**config.mk**
```make
export PLATFORM = sky130hd
export DESIGN_NAME = tcb_timer_counter
export DESIGN_NICKNAME = d
export VERILOG_FILES = /design/src/tcb_pkg.sv /design/src/tcb_timer_counter.sv
export SDC_FILE = /design/constraint.sdc
export NUM_CORES = 1
export LEC_CHECK = 0
export ABC_AREA = 1
export BUFFER_PORTS_ARGS = -buffer_cell sky130_fd_sc_hd__clkbuf_2
export CAP_MARGIN = 20
export CORE_UTILIZATION = 60
export DETAILED_ROUTE_END_ITERATION = 7
export GPL_TIMING_DRIVEN = 0
export PLACE_DENSITY = 0.79
export SLEW_MARGIN = 10
export SYNTH_ARGS = -nofsm -noshare
export SYNTH_HDL_FRONTEND = slang
export SYNTH_SLANG_ARGS = --single-unit
```
**constraint.sdc**
```tcl
create_clock -name sys_clk_i -period 3.6 [get_ports sys_clk_i]
set_input_delay 0.18 -clock sys_clk_i [delete_from_list [all_inputs] [get_ports sys_clk_i]]
set_output_delay 0.18 -clock sys_clk_i [all_outputs]
set_load 0.02 [all_outputs]
```
**src/tcb_pkg.sv**
```systemverilog
// Constants and types of the timer/counter block
package tcb_pkg;

    // Register addresses
    localparam logic [7:0] TCB_A_TIMER_CONTROL  = 8'h88;
    localparam logic [7:0] TCB_A_TMOD  = 8'h89;
    localparam logic [7:0] TCB_A_TL0   = 8'h8a;
    localparam logic [7:0] TCB_A_TL1   = 8'h8b;
    localparam logic [7:0] TCB_A_TH0   = 8'h8c;
    localparam logic [7:0] TCB_A_TH1   = 8'h8d;
    localparam logic [7:0] TCB_A_TIMER_TWO_CONTROL = 8'hc8;
    localparam logic [7:0] TCB_A_RCL   = 8'hca;
    localparam logic [7:0] TCB_A_RCH   = 8'hcb;
    localparam logic [7:0] TCB_A_TL2   = 8'hcc;
    localparam logic [7:0] TCB_A_TH2   = 8'hcd;

    localparam logic [7:0] TCB_RST_VAL = 8'h00;

    // timer_control bits
    localparam int TC_TF1 = 7;
    localparam int TC_TR1 = 6;
    localparam int TC_TF0 = 5;
    localparam int TC_TR0 = 4;
    localparam int TC_IE1 = 3;
    localparam int TC_IT1 = 2;
    localparam int TC_IE0 = 1;
    localparam int TC_IT0 = 0;

    // Mode register bits
    localparam int TM_GATE1 = 7;
    localparam int TM_CT1   = 6;
    localparam int TM_M1LSB = 4;
    localparam int TM_GATE0 = 3;
    localparam int TM_CT0   = 2;
    localparam int TM_M0LSB = 0;

    localparam logic [1:0] TCB_M_13BIT = 2'h0;
    localparam logic [1:0] TCB_M_16BIT = 2'h1;
    localparam logic [1:0] TCB_M_RLD8  = 2'h2;
    localparam logic [1:0] TCB_M_SPLIT = 2'h3;

    // timer_two_control bits
    localparam int T2_TF2   = 7;
    localparam int T2_TIMER_TWO_EXTERNAL_FLAG  = 6;
    localparam int T2_RCLK  = 5;
    localparam int T2_TX_BAUD_CLOCK_SELECT  = 4;
    localparam int T2_TIMER_TWO_EXTERNAL_ENABLE = 3;
    localparam int T2_TR2   = 2;
    localparam int T2_CT2   = 1;
    localparam int T2_CAPTURE_SELECT  = 0;

    // Acknowledge lanes
    localparam int ACK_IE0 = 0;
    localparam int ACK_TF0 = 1;
    localparam int ACK_IE1 = 2;
    localparam int ACK_TF1 = 3;

    // Machine cycle of twelve core clocks
    localparam int         TCB_MCYC_CLKS = 12;
    localparam logic [3:0] TCB_MCYC_LAST = 4'(TCB_MCYC_CLKS - 1);

    typedef enum logic [1:0] {T2_OFF, T2_AUTO, T2_CAPT, T2_BAUD} tcb_t2_mode_e;

endpackage

```
**src/tcb_timer_counter.sv**
```systemverilog
// Timer/counter block: timers 0, 1, 2 and external interrupt flags
`timescale 1ns/1ps
`default_nettype none

// Function
// - Timer one overflow sets bit 7; vectoring clears it
// - Bit 6 runs timer one when set, stops it when clear
// - Timer zero overflow sets bit 5; vectoring clears it
// - Bit 4 runs timer zero when set, halts it when clear
// - Bit 3 set by edge or low on pin one; edge flag cleared on vectoring
// - Bit 1 set by edge or low on pin zero; edge flag cleared on vectoring
// - Level flags follow the pin and are not cleared on vectoring
// - Bits 2 and 0: one selects falling edge, zero selects low level
// - Timers 0 and 1 have high and low bytes, cascaded by mode; timer zero splits in mode 3, timer one halts
// - Timer two mode: off, baud, capture or autoreload from control bits
// - Autoreload rollover sets overflow flag and reloads from reload bytes
// - Autoreload with external enable: trigger fall reloads and sets external flag
// - Capture mode counts 16 bits; overflow sets overflow flag
// - Capture with external enable: trigger fall copies count, sets external flag
// - External flag requests interrupts like the overflow flag
// - Baud mode never sets the timer two overflow flag
// - Baud mode trigger fall still sets external flag
// - Timer function counts once per twelve-clock machine cycle; timer two in baud mode counts every second clock
// - Counter function counts a high sample then a low sample
// - Gating bit makes a timer count only while its pin is high
module tcb_timer_counter
    import tcb_pkg::*;
(
    input  wire logic       sys_clk_i,
    input  wire logic       rstn_i,
    input  wire logic [7:0] sfr_addr_i,
    input  wire logic       sfr_wr_i,
    input  wire logic [7:0] sfr_wdata_i,
    output logic      [7:0] sfr_rdata_o,
    input  wire logic       ext_irq_pin_zero_i,
    input  wire logic       ext_irq_pin_one_i,
    input  wire logic       t0_count_pin_i,
    input  wire logic       t1_count_pin_i,
    input  wire logic       t2_count_pin_i,
    input  wire logic       timer_two_trigger_pin_i,
    input  wire logic [3:0] irq_ack_i,
    output logic            timer_zero_overflow_flag_o,
    output logic            timer_one_overflow_flag_o,
    output logic            ext_irq_zero_flag_o,
    output logic            ext_irq_one_flag_o,
    output logic            timer_two_irq_o,
    output logic            t2_baud_tick_o
);

    ////////////////////////////////////////////////////////////////////////
    // Count step for timers 0 and 1: {overflow, high, low}

    function automatic logic [16:0] tc_step(input logic [1:0] m,
                                            input logic [7:0] l,
                                            input logic [7:0] h,
                                            input logic       e);
        logic [12:0] c;
        logic [16:0] r;
        c = {h, l[4:0]} + 13'd1;
        r = {1'b0, h, l};
        if (e) begin
            case (m)
                TCB_M_13BIT: r = {&{h, l[4:0]}, c[12:5], l[7:5], c[4:0]};
                TCB_M_16BIT: r = {1'b0, h, l} + 17'd1;
                TCB_M_RLD8:  r = {&l, h, (&l) ? h : l + 8'd1};
                default:     r = {&l, h, l + 8'd1};
            endcase
        end
        return r;
    endfunction

    ////////////////////////////////////////////////////////////////////////
    // State

    logic [7:0] timer_control_ff, tmod_ff, tl0_ff, th0_ff, tl1_ff, th1_ff;
    logic [7:0] timer_two_control_ff, rcl_ff, rch_ff, tl2_ff, th2_ff, rdata_ff;
    logic [3:0] pre_ff;
    logic       half_ff, baud_ff;
    logic       smp0_ff, smp1_ff, smp2_ff, ext_irq_pin_zero_q_ff, ext_irq_pin_one_q_ff, timer_two_trigger_pin_q_ff;

    logic [7:0] nxt_timer_control, nxt_tmod, nxt_tl0, nxt_th0, nxt_tl1, nxt_th1;
    logic [7:0] nxt_timer_two_control, nxt_rcl, nxt_rch, nxt_tl2, nxt_th2, nxt_rdata;
    logic [3:0] nxt_pre;
    logic       nxt_half, nxt_baud;

    logic         mtick, t0_fall, t1_fall, t2_fall, ext_irq_pin_zero_fall, ext_irq_pin_one_fall;
    logic         ext2, en0, en1, en2, tick2, ovf0, ovf1, ovf2;
    logic [1:0]   m0, m1;
    logic [16:0]  r0, r1, c2;
    tcb_t2_mode_e t2_mode;

    ////////////////////////////////////////////////////////////////////////
    // Next-state logic

    always_comb begin
        m0 = tmod_ff[TM_M0LSB +: 2];
        m1 = tmod_ff[TM_M1LSB +: 2];
        mtick = (pre_ff == TCB_MCYC_LAST);
        nxt_pre = mtick ? 4'h0 : pre_ff + 4'h1;
        nxt_half = ~half_ff;
        t0_fall = mtick & smp0_ff & ~t0_count_pin_i;
        t1_fall = mtick & smp1_ff & ~t1_count_pin_i;
        t2_fall = mtick & smp2_ff & ~t2_count_pin_i;
        ext_irq_pin_zero_fall = ext_irq_pin_zero_q_ff & ~ext_irq_pin_zero_i;
        ext_irq_pin_one_fall = ext_irq_pin_one_q_ff & ~ext_irq_pin_one_i;

        // Timers 0 and 1
        en0 = timer_control_ff[TC_TR0] & (~tmod_ff[TM_GATE0] | ext_irq_pin_zero_i)
            & (tmod_ff[TM_CT0] ? t0_fall : mtick);
        en1 = timer_control_ff[TC_TR1] & (~tmod_ff[TM_GATE1] | ext_irq_pin_one_i)
            & (tmod_ff[TM_CT1] ? t1_fall : mtick) & (m1 != TCB_M_SPLIT);
        r0 = tc_step(m0, tl0_ff, th0_ff, en0);
        r1 = tc_step(m1, tl1_ff, th1_ff, en1);
        ovf0 = r0[16];
        ovf1 = (m0 == TCB_M_SPLIT) ? (mtick & timer_control_ff[TC_TR1] & (&th0_ff)) : r1[16];
        nxt_tl0 = r0[7:0];
        nxt_th0 = r0[15:8];
        if (m0 == TCB_M_SPLIT && mtick && timer_control_ff[TC_TR1])
            nxt_th0 = th0_ff + 8'h01;
        nxt_tl1 = r1[7:0];
        nxt_th1 = r1[15:8];

        // Timer 2
        if (!timer_two_control_ff[T2_TR2])
            t2_mode = T2_OFF;
        else if (timer_two_control_ff[T2_RCLK] | timer_two_control_ff[T2_TX_BAUD_CLOCK_SELECT])
            t2_mode = T2_BAUD;
        else if (timer_two_control_ff[T2_CAPTURE_SELECT])
            t2_mode = T2_CAPT;
        else
            t2_mode = T2_AUTO;
        tick2 = timer_two_control_ff[T2_CT2] ? t2_fall : ((t2_mode == T2_BAUD) ? half_ff : mtick);
        en2 = (t2_mode != T2_OFF) & tick2;
        ext2 = timer_two_control_ff[T2_TIMER_TWO_EXTERNAL_ENABLE] & timer_two_trigger_pin_q_ff & ~timer_two_trigger_pin_i;
        c2 = {1'b0, th2_ff, tl2_ff} + {16'h0000, en2};
        ovf2 = c2[16];
        nxt_tl2 = c2[7:0];
        nxt_th2 = c2[15:8];
        nxt_rcl = rcl_ff;
        nxt_rch = rch_ff;
        nxt_baud = 1'b0;
        nxt_timer_two_control = timer_two_control_ff;
        case (t2_mode)
            T2_AUTO: begin
                if (ovf2 || ext2) begin
                    nxt_tl2 = rcl_ff;
                    nxt_th2 = rch_ff;
                end
            end
            T2_CAPT: begin
                if (ext2) begin
                    nxt_rcl = tl2_ff;
                    nxt_rch = th2_ff;
                end
            end
            T2_BAUD: begin
                if (ovf2) begin
                    nxt_tl2 = rcl_ff;
                    nxt_th2 = rch_ff;
                    nxt_baud = 1'b1;
                end
            end
            default: ;
        endcase

        // Register writes win over counting
        nxt_tmod = tmod_ff;
        nxt_timer_control = timer_control_ff;
        if (sfr_wr_i) begin
            case (sfr_addr_i)
                TCB_A_TIMER_CONTROL:  nxt_timer_control = sfr_wdata_i;
                TCB_A_TMOD:  nxt_tmod = sfr_wdata_i;
                TCB_A_TL0:   nxt_tl0 = sfr_wdata_i;
                TCB_A_TH0:   nxt_th0 = sfr_wdata_i;
                TCB_A_TL1:   nxt_tl1 = sfr_wdata_i;
                TCB_A_TH1:   nxt_th1 = sfr_wdata_i;
                TCB_A_TIMER_TWO_CONTROL: nxt_timer_two_control = sfr_wdata_i;
                TCB_A_RCL:   nxt_rcl = sfr_wdata_i;
                TCB_A_RCH:   nxt_rch = sfr_wdata_i;
                TCB_A_TL2:   nxt_tl2 = sfr_wdata_i;
                TCB_A_TH2:   nxt_th2 = sfr_wdata_i;
                default: ;
            endcase
        end

        // Acknowledge clears, then hardware sets win
        if (irq_ack_i[ACK_TF1])
            nxt_timer_control[TC_TF1] = 1'b0;
        if (irq_ack_i[ACK_TF0])
            nxt_timer_control[TC_TF0] = 1'b0;
        if (irq_ack_i[ACK_IE1] && timer_control_ff[TC_IT1])
            nxt_timer_control[TC_IE1] = 1'b0;
        if (irq_ack_i[ACK_IE0] && timer_control_ff[TC_IT0])
            nxt_timer_control[TC_IE0] = 1'b0;
        if (ovf1)
            nxt_timer_control[TC_TF1] = 1'b1;
        if (ovf0)
            nxt_timer_control[TC_TF0] = 1'b1;
        if (timer_control_ff[TC_IT1])
            nxt_timer_control[TC_IE1] = nxt_timer_control[TC_IE1] | ext_irq_pin_one_fall;
        else
            nxt_timer_control[TC_IE1] = ~ext_irq_pin_one_i;
        if (timer_control_ff[TC_IT0])
            nxt_timer_control[TC_IE0] = nxt_timer_control[TC_IE0] | ext_irq_pin_zero_fall;
        else
            nxt_timer_control[TC_IE0] = ~ext_irq_pin_zero_i;
        if (ovf2 && (t2_mode == T2_AUTO || t2_mode == T2_CAPT))
            nxt_timer_two_control[T2_TF2] = 1'b1;
        if (ext2)
            nxt_timer_two_control[T2_TIMER_TWO_EXTERNAL_FLAG] = 1'b1;

        // Read data, registered
        case (sfr_addr_i)
            TCB_A_TIMER_CONTROL:  nxt_rdata = timer_control_ff;
            TCB_A_TMOD:  nxt_rdata = tmod_ff;
            TCB_A_TL0:   nxt_rdata = tl0_ff;
            TCB_A_TH0:   nxt_rdata = th0_ff;
            TCB_A_TL1:   nxt_rdata = tl1_ff;
            TCB_A_TH1:   nxt_rdata = th1_ff;
            TCB_A_TIMER_TWO_CONTROL: nxt_rdata = timer_two_control_ff;
            TCB_A_RCL:   nxt_rdata = rcl_ff;
            TCB_A_RCH:   nxt_rdata = rch_ff;
            TCB_A_TL2:   nxt_rdata = tl2_ff;
            TCB_A_TH2:   nxt_rdata = th2_ff;
            default:     nxt_rdata = 8'h00;
        endcase
    end

    ////////////////////////////////////////////////////////////////////////
    // Registers

    always_ff @(posedge sys_clk_i) begin
        if (!rstn_i) begin
            timer_control_ff   <= TCB_RST_VAL;
            tmod_ff   <= TCB_RST_VAL;
            tl0_ff    <= TCB_RST_VAL;
            th0_ff    <= TCB_RST_VAL;
            tl1_ff    <= TCB_RST_VAL;
            th1_ff    <= TCB_RST_VAL;
            timer_two_control_ff  <= TCB_RST_VAL;
            rcl_ff    <= TCB_RST_VAL;
            rch_ff    <= TCB_RST_VAL;
            tl2_ff    <= TCB_RST_VAL;
            th2_ff    <= TCB_RST_VAL;
            rdata_ff  <= TCB_RST_VAL;
            pre_ff    <= 4'h0;
            half_ff   <= 1'b0;
            baud_ff   <= 1'b0;
            smp0_ff   <= 1'b0;
            smp1_ff   <= 1'b0;
            smp2_ff   <= 1'b0;
            ext_irq_pin_zero_q_ff <= 1'b0;
            ext_irq_pin_one_q_ff <= 1'b0;
            timer_two_trigger_pin_q_ff <= 1'b0;
        end else begin
            timer_control_ff   <= nxt_timer_control;
            tmod_ff   <= nxt_tmod;
            tl0_ff    <= nxt_tl0;
            th0_ff    <= nxt_th0;
            tl1_ff    <= nxt_tl1;
            th1_ff    <= nxt_th1;
            timer_two_control_ff  <= nxt_timer_two_control;
            rcl_ff    <= nxt_rcl;
            rch_ff    <= nxt_rch;
            tl2_ff    <= nxt_tl2;
            th2_ff    <= nxt_th2;
            rdata_ff  <= nxt_rdata;
            pre_ff    <= nxt_pre;
            half_ff   <= nxt_half;
            baud_ff   <= nxt_baud;
            if (mtick) begin
                smp0_ff <= t0_count_pin_i;
                smp1_ff <= t1_count_pin_i;
                smp2_ff <= t2_count_pin_i;
            end
            ext_irq_pin_zero_q_ff <= ext_irq_pin_zero_i;
            ext_irq_pin_one_q_ff <= ext_irq_pin_one_i;
            timer_two_trigger_pin_q_ff <= timer_two_trigger_pin_i;
        end
    end

    assign sfr_rdata_o = rdata_ff;
    assign timer_zero_overflow_flag_o = timer_control_ff[TC_TF0];
    assign timer_one_overflow_flag_o  = timer_control_ff[TC_TF1];
    assign ext_irq_zero_flag_o = timer_control_ff[TC_IE0];
    assign ext_irq_one_flag_o  = timer_control_ff[TC_IE1];
    assign timer_two_irq_o = timer_two_control_ff[T2_TF2] | timer_two_control_ff[T2_TIMER_TWO_EXTERNAL_FLAG];
    assign t2_baud_tick_o  = baud_ff;
endmodule

`default_nettype wire
```
==> metrics.yaml <==
min-delay-start: "ext_irq_pin_zero_i"
syn_area_per_cell_um2: 6.13
layout_commonest_cell: "nand2_1"
htree_levels: 3
worstSetupPathType: "reg2reg"
period_share: 0.949
grt_overflow: 0
cp.arrival_ns: 3.68
antenna_found_initial: 0
drtIter0Drc: 1044
area_growth_pct: 9.70
cp_max_fo: 10
layout_common_cells: "nand2_1, inv_1, nor2_1"
crit_start: "timer_two_control_ff[4]"
drtPass1Iterations: 8
clkLatencyLatePin_ns: 0.37
drc: 0
finalCriticalPeriod_ns: 3.42
synth_cell_type_count: 42
relSlewSlack: 0.476
dpl.hpwl_um: 19200
cp_slowest_cell: "dfxtp_1"
vdd_drop_max_mv: 0.332
powerDensity_nw_per_um2: 293
hold_class: "in2reg"
cts_inserted_buffers: 9
io_pins: 43
grt_pass1_wl_um: 39800
syn_nets: 1232
path_buf_inv: 6
grt_pass1_vias: 7494
critical_path.cell_chain: "inv_1 -> nand2_1 -> o21ai_4 -> inv_1 -> ha_1 -> inv_2 -> o211ai_1 -> a21oi_1 -> ha_1 -> ha_1 -> nand2_1 -> inv_1 -> nand2_1 -> nor2_2 -> nand3_2 -> nand3_1 -> nand3_2 -> clkbuf_4 -> nand2_1 -> nand3_1 -> nand2_1 -> inv_1"
port_buffers: 42
final_util: 0.688
netlist_area_um2: 7320
skew_ns: 0.0157
clock-sinks: 108
p_leak_nw: 3.63
max_cap_viol_count: 0
finalSetupTns_ns: 0
outcome: "completed"
drv_slew: 0
grt_max_degree: 21
synth_edf_count: 0
start_util: 0.627
clk_pin_slew_ns: 0.08
place_ws_ns: 0.00921
synth_cells: 1193
slowest_delay_ns: 0.31
setup_viol: 0
die_area_um2: 12600
die_x_um: 112
viasPerCell: 5.94
cts_tree: "yes"
post_drt_wl_per_cell_um: 18.0
fin_ws_ns: 0.184
max_freq_ghz: 0.293
cp_top_family: "simple AND/OR/NAND/NOR gates"
root_buffer: "clkbuf_16"
die_h_um: 112
yosysSeqAreaShare: 0.296
cp-end-kind: "flop"
ant_nets: 0
synth_async_sr_flop_share: 0
r2r_start: "timer_two_control_ff[4]"
required_ns: 3.87
drive_gt1_frac: 0.113
coreArea_um2: 11700
num_antenna_cells: 0
cts_buffer_depth: 2
critPathLaunchType: "flop"
ys.flop_type: "dfxtp_1"
vias: 8280
cpMostUsedCell: "nand2_1"
cts_hold_buf: 0
finalWirelength_um: 25100
place.gp.congestion: 1.01
tightest_slew_ns: 0.786
finalPower_mw: 2.35
hold_viol_final: 0
synth_seq_cells: 108
yosysWarningCount: 0
grt_usage: 0.409
rows: 39
fin_nets: 1286
## cells in the mapped netlist, types with 2 or more instances
cell type,instances,area (um^2)
o211ai_1,7,52.6
nand4_1,13,81.3
inv_1,166,623
nor2_1,125,469
nand3_2,6,60.1
nor3_4,3,48.8
nand3_1,98,490
dfxtp_1,108,2160
nor2_4,6,67.6
nand2_2,7,43.8
clkbuf_1,16,60.1
or2_2,2,12.5
inv_2,14,52.6
a21oi_2,2,17.5
xnor2_1,4,35.0
xor2_1,16,140
mux2_2,6,67.6
a21oi_1,100,500
o21ai_1,32,160
nor3_2,2,20.0
o22ai_1,7,43.8
buf_2,8,40.0
o21ai_0,104,521
nor2_2,9,56.3
nand4_2,3,37.5
a31oi_1,8,50.1
nor3_1,6,30.0
buf_4,4,30.0
buf_6,2,22.5
nand2_1,288,1080
ha_1,10,125
## worst min-delay path: cells and delay by family
| kind | cells | cell delay [ns] |
|---|---|---|
| AND/OR/NAND/NOR | 1 | 0.04 |
| buffers and inverters | 2 | 0.13 |
## area by class of cell
cell class	instances	area, um^2
plain buffers	30	155
clock buffers	9	225
clock inverters	7	68.8
fillers	1103	3640
inverters	181	679
multi-input cells	874	4340
flip-flops and latches	108	2160
well taps	143	179
repair buffers	43	218
## final timing paths
path	endpoint	cells after the start	slack, ns
max reg2reg	tl2_ff[0]	22	0.18
min	ext_irq_pin_zero_q_ff	3	0.01
min reg2reg	half_ff	1	0.43
max	tl2_ff[0]	22	0.18
## timing repair
item                                    4_1_cts  5_1_grt
buffers inserted                              0        1
endpoints found under the hold margin         0        0
gates resized for setup                       2        4
pin swaps                                     0        1
endpoints found under the setup margin       10       14
## cell families after synthesis
logic type,share of synthesized area
xor+xnor,0.0239
fa+ha+maj,0.0171
compound gates,0.191
mux,0.00923
simple gates,0.349
flops,0.296
buf+inv,0.114
## where the power goes
part,internal [mW],switching [mW]
Clock,0.489,0.518
Sequential,1.20,0.00615
Combinational,0.0341,0.105
## registers in the layout, indices dropped and copies added (netlist names), 8 cells and up
register	flops
rch_ff	8
rcl_ff	8
sfr_rdata_o	8
th0_ff	8
th1_ff	8
th2_ff	8
timer_control_ff	8
timer_two_control_ff	8
tl0_ff	8
tl1_ff	8
tl2_ff	8
tmod_ff	8
## through the flow
step,cell area (um^2),hold slack [ns],std cells
global route,8030,0.0252,1395
finish,8030,0.0137,1395
global placement,7700,0.382,1378
floorplan,7320,0.273,1193
detailed placement,7700,0.392,1378
CTS,8010,0.0154,1394
## routing by layer
metal  track usage  wire [um]
met1         0.535      10000
met2         0.647      11000
met3        0.0788       2790
met4         0.204       1330
met5             0          0
No activity file was read; power rests on OpenSTA's default activity.
